[src/shared/lamp_pkg.sv]
// Purpose: Constants and types for the backlight lamp driver
// Assumes: 32-bit register words, register access through a plain select port
// Notes: Register indices are local; offsets are not fixed by the device map
package lamp_pkg;
   // Register selects
   localparam logic [0:0] REG_CONTROL = 1'h0;
   localparam logic [0:0] REG_DURATION = 1'h1;
   // Control register field positions
   localparam int MIXER_SEL_BIT = 28;
   localparam int ENABLE_BIT = 27;
   localparam int PROTECT_BIT = 26;
   localparam int SRC_SEL_BIT = 25;
   localparam int SOFT_SYNC_BIT = 24;
   localparam int PRESCALE_MSB = 7;
   // Duration register field positions
   localparam int FLASH_MSB = 31;
   localparam int FLASH_LSB = 16;
   localparam int PAUSE_MSB = 15;
   localparam int PAUSE_LSB = 8;
   localparam int ION_MSB = 7;
   // Reset values
   localparam logic [31:0] CONTROL_RESET = 32'h0000_0000;
   localparam logic [31:0] DURATION_RESET = 32'h0000_0000;
   // Timing: start-up length, last base period index of a macro cycle
   localparam logic [3:0] STARTUP_BASE_PERIODS = 4'h8;
   localparam logic [1:0] MACRO_LAST_BASE = 2'h3;

   // Phase sequence of one lamp cycle
   typedef enum logic [2:0] {
      PH_IDLE = 3'b000,
      PH_STARTUP = 3'b001,
      PH_ION = 3'b010,
      PH_PAUSE = 3'b011,
      PH_FLASH = 3'b100
   } phase_t;

   // Phase lengths in use
   typedef struct packed {
      logic [15:0] flash_length;
      logic [7:0] pause_length;
      logic [7:0] ionisation_length;
   } durations_t;

   // Lamp output pins
   typedef struct packed {
      logic gate_drive_a;
      logic gate_drive_b;
      logic ignition_output;
      logic lamp_off_output;
   } lamp_pins_t;
endpackage : lamp_pkg

[src/design/backlight_lamp_driver.sv]
// Purpose: Frame-synchronised backlight lamp phase sequencer and gate driver
// Assumes: Single 20 MHz clock, synchronous inputs, one-cycle register strobes
// Notes: Gate pulses alternate per half macro cycle with one dead base period
`timescale 1ns/100ps

// What this block does
// - Disabled: gates low, ignition low, off high
// - Protect set: stored durations change, active frozen
// - Protect clear: duration writes act at once
// - Source bit picks frame sync or software
// - Setting soft trigger bit gives sync pulse
// - Mixer select overrides source selection
// - Without mixer support bit 28 reads zero
// - Prescaler in bits 7:0, 23:8 reserved
// - Flash, pause, ionisation fields reset zero
// - Phase lengths counted in four-period macros
// - Base period is prescaler clocks; start-up eight
// - Phase sequence drives the documented output levels
// - Sync before flash end is ignored
// - Phase end cuts a high gate pulse
module backlight_lamp_driver #(
   parameter bit MIXER_SUPPORT = 1'b1
) (
   input wire logic sys_clk,
   input wire logic rst_b,
   input wire logic reg_write,
   input wire logic reg_read,
   input wire logic [0:0] reg_select,
   input wire logic [31:0] reg_wdata,
   output logic [31:0] reg_rdata,
   input wire logic frame_sync,
   input wire logic mixer_sync,
   output lamp_pkg::lamp_pins_t lamp_pins
);

   // ----------------------------------------------------------------
   // Register file
   // ----------------------------------------------------------------
   logic [31:0] control_r, control_nxt;
   lamp_pkg::durations_t stored_r, stored_nxt;
   lamp_pkg::durations_t active_r, active_nxt;
   logic [31:0] rdata_r, rdata_nxt;
   logic [31:0] ctrl_wmask;
   logic protect;

   // Writable control bits; reserved bits and absent mixer bit stay zero
   always_comb begin
      ctrl_wmask = 32'h0f00_00ff;
      ctrl_wmask[lamp_pkg::MIXER_SEL_BIT] = MIXER_SUPPORT;
   end

   assign protect = control_r[lamp_pkg::PROTECT_BIT];

   // Register writes, shadowing and read data
   always_comb begin
      control_nxt = control_r;
      stored_nxt = stored_r;
      active_nxt = active_r;
      rdata_nxt = rdata_r;
      if (reg_write && reg_select == lamp_pkg::REG_CONTROL) begin
         control_nxt = reg_wdata & ctrl_wmask;
      end
      if (reg_write && reg_select == lamp_pkg::REG_DURATION) begin
         stored_nxt = reg_wdata;
      end
      if (!protect) begin
         active_nxt = stored_nxt;
      end
      if (reg_read) begin
         rdata_nxt = (reg_select == lamp_pkg::REG_CONTROL) ? control_r : stored_r;
      end
   end

   always_ff @(posedge sys_clk) begin
      if (!rst_b) begin
         control_r <= lamp_pkg::CONTROL_RESET;
         stored_r <= lamp_pkg::DURATION_RESET;
         active_r <= lamp_pkg::DURATION_RESET;
         rdata_r <= 32'h0000_0000;
      end else begin
         control_r <= control_nxt;
         stored_r <= stored_nxt;
         active_r <= active_nxt;
         rdata_r <= rdata_nxt;
      end
   end

   assign reg_rdata = rdata_r;

   // ----------------------------------------------------------------
   // Sync selection and edge detection
   // ----------------------------------------------------------------
   logic sync_level, sync_prev_r, sync_prev_nxt, sync_rise;
   logic enable;

   assign enable = control_r[lamp_pkg::ENABLE_BIT];

   // Mixer select wins over source select
   always_comb begin
      if (control_r[lamp_pkg::MIXER_SEL_BIT]) begin
         sync_level = mixer_sync;
      end else if (control_r[lamp_pkg::SRC_SEL_BIT]) begin
         sync_level = control_r[lamp_pkg::SOFT_SYNC_BIT];
      end else begin
         sync_level = frame_sync;
      end
      sync_prev_nxt = sync_level;
   end

   always_ff @(posedge sys_clk) begin
      if (!rst_b) begin
         sync_prev_r <= 1'b0;
      end else begin
         sync_prev_r <= sync_prev_nxt;
      end
   end

   assign sync_rise = sync_level && !sync_prev_r;

   // ----------------------------------------------------------------
   // Base period divider
   // ----------------------------------------------------------------
   logic [7:0] div_r, div_nxt;
   logic base_tick;
   logic [7:0] prescale;

   assign prescale = control_r[lamp_pkg::PRESCALE_MSB:0];

   // One tick every prescaler clocks; zero behaves as one; held at zero while idle
   always_comb begin
      base_tick = (div_r + 8'h01 >= prescale);
      div_nxt = (base_tick || phase_r == lamp_pkg::PH_IDLE) ? 8'h00 : div_r + 8'h01;
   end

   always_ff @(posedge sys_clk) begin
      if (!rst_b) begin
         div_r <= 8'h00;
      end else begin
         div_r <= div_nxt;
      end
   end

   // ----------------------------------------------------------------
   // Phase sequencer
   // ----------------------------------------------------------------
   lamp_pkg::phase_t phase_r, phase_nxt;
   logic [15:0] macro_r, macro_nxt;
   logic [3:0] base_r, base_nxt;
   logic [15:0] phase_len;

   function automatic logic [15:0] len_of(input lamp_pkg::phase_t ph, input lamp_pkg::durations_t d);
      case (ph)
         lamp_pkg::PH_ION: len_of = {8'h00, d.ionisation_length};
         lamp_pkg::PH_PAUSE: len_of = {8'h00, d.pause_length};
         lamp_pkg::PH_FLASH: len_of = d.flash_length;
         default: len_of = 16'h0000;
      endcase
   endfunction : len_of

   function automatic lamp_pkg::phase_t after(input lamp_pkg::phase_t ph);
      case (ph)
         lamp_pkg::PH_STARTUP: after = lamp_pkg::PH_ION;
         lamp_pkg::PH_ION: after = lamp_pkg::PH_PAUSE;
         lamp_pkg::PH_PAUSE: after = lamp_pkg::PH_FLASH;
         default: after = lamp_pkg::PH_IDLE;
      endcase
   endfunction : after

   assign phase_len = len_of(phase_r, active_r);

   // Phase stepping; a zero-length phase is skipped
   always_comb begin
      phase_nxt = phase_r;
      macro_nxt = macro_r;
      base_nxt = base_r;
      case (phase_r)
         lamp_pkg::PH_IDLE: begin
            if (sync_rise) begin
               phase_nxt = lamp_pkg::PH_STARTUP;
               base_nxt = 4'h0;
               macro_nxt = 16'h0000;
            end
         end
         lamp_pkg::PH_STARTUP: begin
            if (base_tick) begin
               base_nxt = base_r + 4'h1;
               if (base_r == lamp_pkg::STARTUP_BASE_PERIODS - 4'h1) begin
                  phase_nxt = after(phase_r);
                  base_nxt = 4'h0;
               end
            end
         end
         lamp_pkg::PH_ION, lamp_pkg::PH_PAUSE, lamp_pkg::PH_FLASH: begin
            // Sync arriving here is ignored
            if (macro_r >= phase_len) begin
               phase_nxt = after(phase_r);
               macro_nxt = 16'h0000;
               base_nxt = 4'h0;
            end else if (base_tick) begin
               base_nxt = {2'b00, base_r[1:0] + 2'h1};
               if (base_r[1:0] == lamp_pkg::MACRO_LAST_BASE) begin
                  macro_nxt = macro_r + 16'h0001;
               end
            end
         end
         default: phase_nxt = lamp_pkg::PH_IDLE;
      endcase
      if (!enable) begin
         phase_nxt = lamp_pkg::PH_IDLE;
      end
   end

   always_ff @(posedge sys_clk) begin
      if (!rst_b) begin
         phase_r <= lamp_pkg::PH_IDLE;
         macro_r <= 16'h0000;
         base_r <= 4'h0;
      end else begin
         phase_r <= phase_nxt;
         macro_r <= macro_nxt;
         base_r <= base_nxt;
      end
   end

   // ----------------------------------------------------------------
   // Output decode
   // ----------------------------------------------------------------
   lamp_pkg::lamp_pins_t pins_r, pins_nxt;
   logic pulsed;

   // Gate A in base period 0, gate B in base period 2 of each ionisation and flash macro; pins follow the next phase
   always_comb begin
      pulsed = (phase_nxt == lamp_pkg::PH_ION || phase_nxt == lamp_pkg::PH_FLASH) &&
         (macro_nxt < len_of(phase_nxt, active_nxt));
      pins_nxt.gate_drive_a = pulsed && base_nxt[1:0] == 2'h0;
      pins_nxt.gate_drive_b = pulsed && base_nxt[1:0] == 2'h2;
      pins_nxt.ignition_output =
         (phase_nxt == lamp_pkg::PH_STARTUP || phase_nxt == lamp_pkg::PH_ION);
      pins_nxt.lamp_off_output = (phase_nxt == lamp_pkg::PH_IDLE);
      if (!enable) begin
         pins_nxt = 4'b0001;
      end
   end

   always_ff @(posedge sys_clk) begin
      if (!rst_b) begin
         pins_r <= 4'b0001;
      end else begin
         pins_r <= pins_nxt;
      end
   end

   assign lamp_pins = pins_r;

   // ----------------------------------------------------------------
   // Checks
   // ----------------------------------------------------------------
   property p_disabled_outputs;
      @(posedge sys_clk) disable iff (!rst_b)
         !enable |=> (lamp_pins == 4'b0001);
   endproperty
   a_disabled_outputs: assert property (p_disabled_outputs) else $error("outputs active while disabled");

   property p_protect_freeze;
      @(posedge sys_clk) disable iff (!rst_b)
         protect && $past(protect) |-> $stable(active_r);
   endproperty
   a_protect_freeze: assert property (p_protect_freeze) else $error("active durations moved under protect");

   property p_direct_write;
      @(posedge sys_clk) disable iff (!rst_b)
         !protect && reg_write && reg_select == lamp_pkg::REG_DURATION |=> active_r == $past(reg_wdata);
   endproperty
   a_direct_write: assert property (p_direct_write) else $error("duration write not applied");

   property p_no_overlap;
      @(posedge sys_clk) disable iff (!rst_b)
         !(lamp_pins.gate_drive_a && lamp_pins.gate_drive_b);
   endproperty
   a_no_overlap: assert property (p_no_overlap) else $error("gates overlap");

   property p_mixer_zero;
      @(posedge sys_clk) disable iff (!rst_b)
         !MIXER_SUPPORT |-> !control_r[lamp_pkg::MIXER_SEL_BIT];
   endproperty
   a_mixer_zero: assert property (p_mixer_zero) else $error("mixer bit set without support");

   property p_reserved_zero;
      @(posedge sys_clk) disable iff (!rst_b)
         control_r[23:8] == 16'h0000;
   endproperty
   a_reserved_zero: assert property (p_reserved_zero) else $error("reserved bits set");

   property p_sync_ignored;
      @(posedge sys_clk) disable iff (!rst_b)
         phase_r == lamp_pkg::PH_FLASH && macro_r < phase_len && enable |=> phase_r == lamp_pkg::PH_FLASH;
   endproperty
   a_sync_ignored: assert property (p_sync_ignored) else $error("flash phase left early");

   property p_start_on_sync;
      @(posedge sys_clk) disable iff (!rst_b)
         phase_r == lamp_pkg::PH_IDLE && sync_rise && enable |=> phase_r == lamp_pkg::PH_STARTUP ##1 lamp_pins.ignition_output;
   endproperty
   a_start_on_sync: assert property (p_start_on_sync) else $error("sync did not start cycle");

   property p_pause_low;
      @(posedge sys_clk) disable iff (!rst_b)
         phase_r == lamp_pkg::PH_PAUSE && $past(phase_r) == lamp_pkg::PH_PAUSE |-> lamp_pins == 4'b0000;
   endproperty
   a_pause_low: assert property (p_pause_low) else $error("pause outputs not low");

   c_full_cycle: cover property (@(posedge sys_clk) phase_r == lamp_pkg::PH_FLASH ##1 phase_r == lamp_pkg::PH_IDLE);
   c_gate_b: cover property (@(posedge sys_clk) lamp_pins.gate_drive_b);
   c_protect_write: cover property (@(posedge sys_clk) protect && reg_write && reg_select == lamp_pkg::REG_DURATION);

endmodule : backlight_lamp_driver

[config.mk]
export PLATFORM = sky130hd
export DESIGN_NAME = backlight_lamp_driver
export DESIGN_NICKNAME = d
export VERILOG_FILES = /design/src/shared/lamp_pkg.sv /design/src/design/backlight_lamp_driver.sv
export SDC_FILE = /design/constraint.sdc
export NUM_CORES = 1
export LEC_CHECK = 0
export BUFFER_PORTS_ARGS = -buffer_cell sky130_fd_sc_hd__buf_2
export CAP_MARGIN = 15
export CORE_MARGIN = 2
export CORE_UTILIZATION = 55
export DETAILED_ROUTE_END_ITERATION = 8
export GPL_ROUTABILITY_DRIVEN = 0
export GPL_TIMING_DRIVEN = 0
export PLACE_DENSITY_LB_ADDON = 0.25
export SYNTH_ARGS = -nofsm -noshare
export SYNTH_HDL_FRONTEND = slang
export SYNTH_SLANG_ARGS = --single-unit
[constraint.sdc]
create_clock -name sys_clk -period 6.3 [get_ports sys_clk]
set_input_delay 0.315 -clock sys_clk [delete_from_list [all_inputs] [get_ports sys_clk]]
set_output_delay 0.315 -clock sys_clk [all_outputs]
set_load 0.01 [all_outputs]
# Word-level counts from Yosys, hierarchy flattened
# Index checks and enable logic that the tools add are counted.
op_classes:
  n_addsub: 4
  bitwise: 2
  reduce_logical: 18
  n_eq_ne: 14
  mux: 25
  magnitude_cmp: 3
ops:
  columns: ["op", "n"]
  rows:
  - ["$mux W32", 3]
  - ["$pmux W16 S3", 2]
  - ["$mux W16", 4]
  - ["$pmux W16 S2", 1]
  - ["$mux W4", 5]
  - ["$add A16 B1 Y16 const B", 1]
  - ["$ge A16 B16 Y1", 1]
  - ["$lt A16 B16 Y1", 1]
  - ["$mux W3", 5]
  - ["$eq A3 B2 Y1 const B", 4]
  - ["$pmux W4 S3", 1]
  - ["$pmux W3 S3", 1]
  - ["$add A8 B1 Y8 const B", 1]
  - ["$ge A8 B8 Y1", 1]
  - ["$eq A3 B1 Y1 const B", 2]
  - ["$eq A3 B3 Y1 const B", 2]
  - ["$logic_and A1 B1 Y1", 6]
  - ["$logic_not A3 Y1", 2]
  - ["$pmux W3 S2", 1]
  - ["$add A4 B1 Y4 const B", 1]
  - ["$eq A2 B2 Y1 const B", 2]
  - ["$eq A4 B3 Y1 const B", 1]
  - ["$ne A2 B2 Y1 const B", 2]
  - ["$reduce_and A4 Y1", 1]
  - ["other kinds (11)", 15]
word_totals:
  word_cells: 84
  out_inout_bits: 36
  register_bits: 145
  in_bits: 39

# Longest topological paths before layout
depth:
  depth_word: 11
  ltp_mapped: 24
  ltp_nobuf: 21

# Worst setup path before layout
# No wires, ideal clock.
synth_path:
  path_kind: "flip-flop to flip-flop"
  start: "reg phase_r[0]"
  end: "reg pins_r, in the netlist lamp_pins[3]"
  setup_ps: 126
  stages_incl_launch_ff: 23
  arrival_time_ps: 4641
  n_path_buf: 3
  synth_period_minus_slack_ps: 4767
  slack_ps: 1533
  path_cell_list: "dfxtp_1 > clkbuf_1 > nor2_1 > and2_1 > clkbuf_1 > clkbuf_1 > nand2_1 > ha_1 > nand3_1 > or3_4 > or4_4 > nand4_1 > a31oi_4 > nor2_4 > mux2i_1 > a21oi_1 > ha_1 > nand4_1 > or3_1 > inv_1 > nand4_1 > a221o_1 > nor4b_1"
synth_between:
  elab_chain_len: 11
synth_lines:
  columns: ["item", "line_no", "rtl"]
  rows:
  - ["start, declared", "backlight_lamp_driver.sv:146", "lamp_pkg::phase_t phase_r, phase_nxt;"]
  - ["start signal, assigned", "backlight_lamp_driver.sv:215", "phase_r <= lamp_pkg::PH_IDLE;"]
  - ["start signal, assigned", "backlight_lamp_driver.sv:219", "phase_r <= phase_nxt;"]
  - ["$eq A3 B3 Y1 / $eq A3 B2 Y1 (equally long branches)", "backlight_lamp_driver.sv:152, backlight_lamp_driver.sv:176, backlight_lamp_driver.sv:161", null]
  - ["$pmux W16 S3", "backlight_lamp_driver.sv:152", "case (ph)"]
  - ["$ge A16 B16 Y1", "backlight_lamp_driver.sv:195", "if (macro_r >= phase_len) begin"]
  - ["$mux W3", "backlight_lamp_driver.sv:195", null]
  - ["$pmux W3 S3", "backlight_lamp_driver.sv:176", "case (phase_r)"]
  - ["$mux W3", "backlight_lamp_driver.sv:208", "if (!enable) begin"]
  - ["$eq A3 B3 Y1, or another cell as far along", "backlight_lamp_driver.sv:152, backlight_lamp_driver.sv:233", null]
  - ["$pmux W16 S3", "backlight_lamp_driver.sv:152", null]
  - ["$lt A16 B16 Y1", "backlight_lamp_driver.sv:234", "(macro_nxt < len_of(phase_nxt, active_nxt));"]
  - ["$logic_and A1 B1 Y1", "backlight_lamp_driver.sv:233", "pulsed = (phase_nxt == lamp_pkg::PH_ION || phase_nxt == lamp_pkg::PH_FLASH) &&"]
  - ["$logic_and A1 B1 Y1 *", "backlight_lamp_driver.sv:235", "pins_nxt.gate_drive_a = pulsed && base_nxt[1:0] == 2'h0;"]
  - ["end signal, assigned", "backlight_lamp_driver.sv:249", "pins_r <= pins_nxt;"]
  - ["end, declared", "backlight_lamp_driver.sv:228", "lamp_pkg::lamp_pins_t pins_r, pins_nxt;"]
# Mark *: on every way between the ends. The rest lies on a longest branch, timed or not.
# A chain may end at the register's enable or synchronous reset.

# Worst setup path in the final report
layout_path:
  start: "reg phase_r[0]"
  end: "reg pins_r, in the netlist lamp_pins[2]"
layout_between:
  elab_chain_len: 11
layout_lines:
  columns: ["item", "line_no", "rtl"]
  rows:
  - ["$eq A3 B3 Y1 / $eq A3 B2 Y1 (equally long branches)", "backlight_lamp_driver.sv:152, backlight_lamp_driver.sv:176, backlight_lamp_driver.sv:161", null]
  - ["$pmux W16 S3", "backlight_lamp_driver.sv:152", null]
  - ["$ge A16 B16 Y1", "backlight_lamp_driver.sv:195", null]
  - ["$mux W3", "backlight_lamp_driver.sv:195", null]
  - ["$pmux W3 S3", "backlight_lamp_driver.sv:176", null]
  - ["$mux W3", "backlight_lamp_driver.sv:208", null]
  - ["$eq A3 B3 Y1, or another cell as far along", "backlight_lamp_driver.sv:152, backlight_lamp_driver.sv:233", null]
  - ["$pmux W16 S3", "backlight_lamp_driver.sv:152", null]
  - ["$lt A16 B16 Y1", "backlight_lamp_driver.sv:234", null]
  - ["$logic_and A1 B1 Y1", "backlight_lamp_driver.sv:233", null]
  - ["$logic_and A1 B1 Y1 *", "backlight_lamp_driver.sv:236", "pins_nxt.gate_drive_b = pulsed && base_nxt[1:0] == 2'h2;"]
# Marks and branches as above.

==> run metrics <==
status finished clean; I/O pin count 75; total gr overflow 0; Vias per Instance 5.77; initial core utilization 0.560; number of synthesized flops with an enable pin 0; FP Rows 42; Yosys reg bits 145; worst path bufs/invs 3; most common cell in the synthesized netlist dfxtp_1; final std cells w/o fill 1123; H-tree depth 4; WP data required 6630 ps; Core Area 0.0132 mm²; clock period minus worst slack 5690 ps; Worst-Margin Slew 861 ps; width of the die 120 µm; final WL 20100 µm; Worst path max stage delay 570 ps; Routed Antenna Nets 0; worst endpoint data arrival time 6010 ps; CP max FO 10; ratio of cells with drive above 1 in the final layout 0.156; PwrDens 257 mW/mm²; Syn Std Cell Area 0.00739 mm²; net switching fraction of the power 0.262; Psw 579 µW; Tot GR Track Use 0.288; Synth Instances 843; Layout fillers 1146; Max-Slew Margin vs Limit 0.426; syn nets 924; first-pass GRT wire length 32100 µm; HP Class in2reg; CTS tree built; fin nets 1015; crit end category register; Main synth FF type dfxtp_1; Clock Skews 9.61 ps; full die area 0.0144 mm²; DP Worst Slack 579 ps; Synth area leader dfxtp_1; sequential cell area fraction in the yosys report 0.393; Final WS setup 613 ps; top post-synthesis cells by area dfxtp_1 39%, mux2i_1 9.7%, ha_1 7.1%; drt first pass iters 5; Post-CTS Hold Fix Bufs 0; Logic pwr share 0.088; fmax 0.176 GHz; fraction of registers with async set/reset 0; top-area cell type share of the netlist area 0.393; Fin. Hold Viols 0; setup_tns 0 ps; Clk Latency, worst-skew pair 430 ps; Ant. Diodes 0; startpoint types register; clock slew at reported path FFs 70 ps; initial DRC count 582; P_int 1.63 mW; fin crit share 0.903; Slowest cell on crit path or4_4; Max Cap Viol 0; yosys warns 0; root buf cell clkbuf_16; CTS Sinks 145; Synth cell types 61; Multi-input gate area 0.00420 mm²; Placed Area 0.00797 mm²; top post-synthesis cells by count 145 x dfxtp_1, 84 x nor2_1, 74 x nand2_1; final max-slew violation count 0; Crit Path Class reg2reg; final instance area 0.00858 mm²; Longest Clk Path Bufs 2; WL per Instance 17.9 µm; leakage 3.47 nW; final core utilization 0.651; hpwl dp 15000 µm; number of global-route vias before repair 6199; CP delay by family, top simple AND/OR/NAND/NOR gates; total CTS buffers 17; cell chain of the critical path clkbuf_1 > nor2_1 > and2_1 > clkbuf_1 > clkbuf_2 > nand2_1 > ha_1 > nand3_1 > or3_4 > or4_4 > nand4_1 > a31oi_4 > nor2_4 > mux2i_1 > a21oi_1 > ha_1 > a21o_1 > a21o_1 > a21oi_1 > o21ai_0 > nand2b_1 > o2111ai_1 > nor4bb_1; Vias 6478; Peak VDD IR 0.000182 V; Avg Synthesized Cell Area 8.77 µm²; largest net degree at the start of global routing 17; DP Cell Count 1091; DRC 0; layout overhead on the synthesized area 16.1%; Clk pwr share 0.474; setup violators final 0; initial antenna violation count 0; DIE HEIGHT 120 µm; IO buf count 72; sequential share of power 0.438; Reg area 0.00290 mm²; RSZ-0062 raised after global routing no
cells by family (layout without fill, tap and decap cells):
| logic type | after synthesis | in the layout | synth area share |
|---|---|---|---|
| flip-flops | 145 | 145 | 0.393 |
| AO/OA/AOI/OAI | 154 | 154 | 0.137 |
| AND/OR/NAND/NOR | 326 | 326 | 0.220 |
| adder cells (fa/ha/maj) | 42 | 42 | 0.0711 |
| multiplexers | 95 | 95 | 0.133 |
| XOR/XNOR | 6 | 6 | 0.00711 |
| buffers and inverters | 75 | 179 | 0.0396 |
metal layers:
| layer | vias to the layer above | GRT usage | part of all wire |
|---|---|---|---|
| met5 | - | 0 | 0 |
| met4 | 0 | 0.0941 | 0.021 |
| met3 | 31 | 0.0575 | 0.073 |
| met2 | 254 | 0.474 | 0.47 |
| met1 | 3051 | 0.379 | 0.44 |
| li1 | 3142 | - | - |
area by class of cell:
class                           count  share of cell area
Clock inverter                     14              0.0195
Clock buffer                       18              0.0512
Buffer                             45              0.0214
Sequential cell                   145               0.338
Tap cell                          176              0.0257
Multi-Input combinational cell    623               0.489
Inverter                           30              0.0131
Timing Repair Buffer               72              0.0420
final timing paths:
path / slack, ps / depth (start not counted) / to / startpoint
worst max register to register: 610 / 23 / lamp_pins[2] / phase_r[0]
worst min-delay path: 140 / 3 / control_r[6] / reg_wdata[6]
worst min register to register: 470 / 2 / reg_rdata[17] / reg_rdata[17]
worst max-delay path: 610 / 23 / lamp_pins[2] / phase_r[0]
placed cells by master (no fill, tap or decap), types with 6 or more instances in the layout:
cell type  Yosys  routed
nor3_1        14      14
a211oi_1      16      16
a21o_1         9       9
clkbuf_16      0      17
o21ai_0       14      14
nand2b_1      25      25
nand2_1       74      74
buf_1          9       8
buf_2          3      75
mux2i_1       72      72
nor2b_1       11      11
inv_1         29      29
nor2_1        84      84
o21ai_1        9       9
or3_1          6       6
nand3_1       31      31
a31oi_1        9       9
a21oi_1       63      63
mux2_2        23      23
clkbuf_1      32      30
and2_1        54      54
dfxtp_1      145     145
nand4_1       11      11
ha_1          42      42
stage by stage:
stage	hold slack, ps	total power [mW]
CTS	129	2.21
detailed placement	456	1.18
global route	145	2.28
global placement	453	1.17
floorplan	433	1.11
finish	139	2.21
worst register-to-register path, cell delays in order, from the launching register on:
cell       delay (ps)
dfxtp_1           290
clkbuf_1          190
nor2_1            260
and2_1            180
clkbuf_1          270
clkbuf_2          300
nand2_1            90
ha_1              340
nand3_1           100
or3_4             420
or4_4             570
nand4_1           150
a31oi_4           150
nor2_4            340
mux2i_1           270
a21oi_1           130
ha_1              340
a21o_1            170
a21o_1            170
a21oi_1           130
o21ai_0            80
nand2b_1          110
o2111ai_1         180
nor4bb_1          340
registers in the layout, indices dropped and copies added (netlist names):
| signal | cells |
|---|---|
| sync_prev_r | 1 |
| active_r | 32 |
| macro_r | 16 |
| div_r | 8 |
| stored_r | 32 |
| control_r | 13 |
| lamp_pins | 4 |
| base_r | 4 |
| phase_r | 3 |
| reg_rdata | 32 |
what timing repair did:
item,CTS,global route
buffers inserted,0,0
endpoints found under the setup margin,0,2
gates resized for setup,0,5
power by group through the flow:
stage	combinational, mW	sequential (mW)	clock [mW]
after floorplan	0.123	0.986	0
after global placement	0.187	0.986	0
after detailed placement	0.189	0.987	0
after CTS	0.192	0.967	1.05
after global routing	0.211	0.970	1.09
final	0.194	0.968	1.05
No activity file was read; power rests on OpenSTA's default activity.
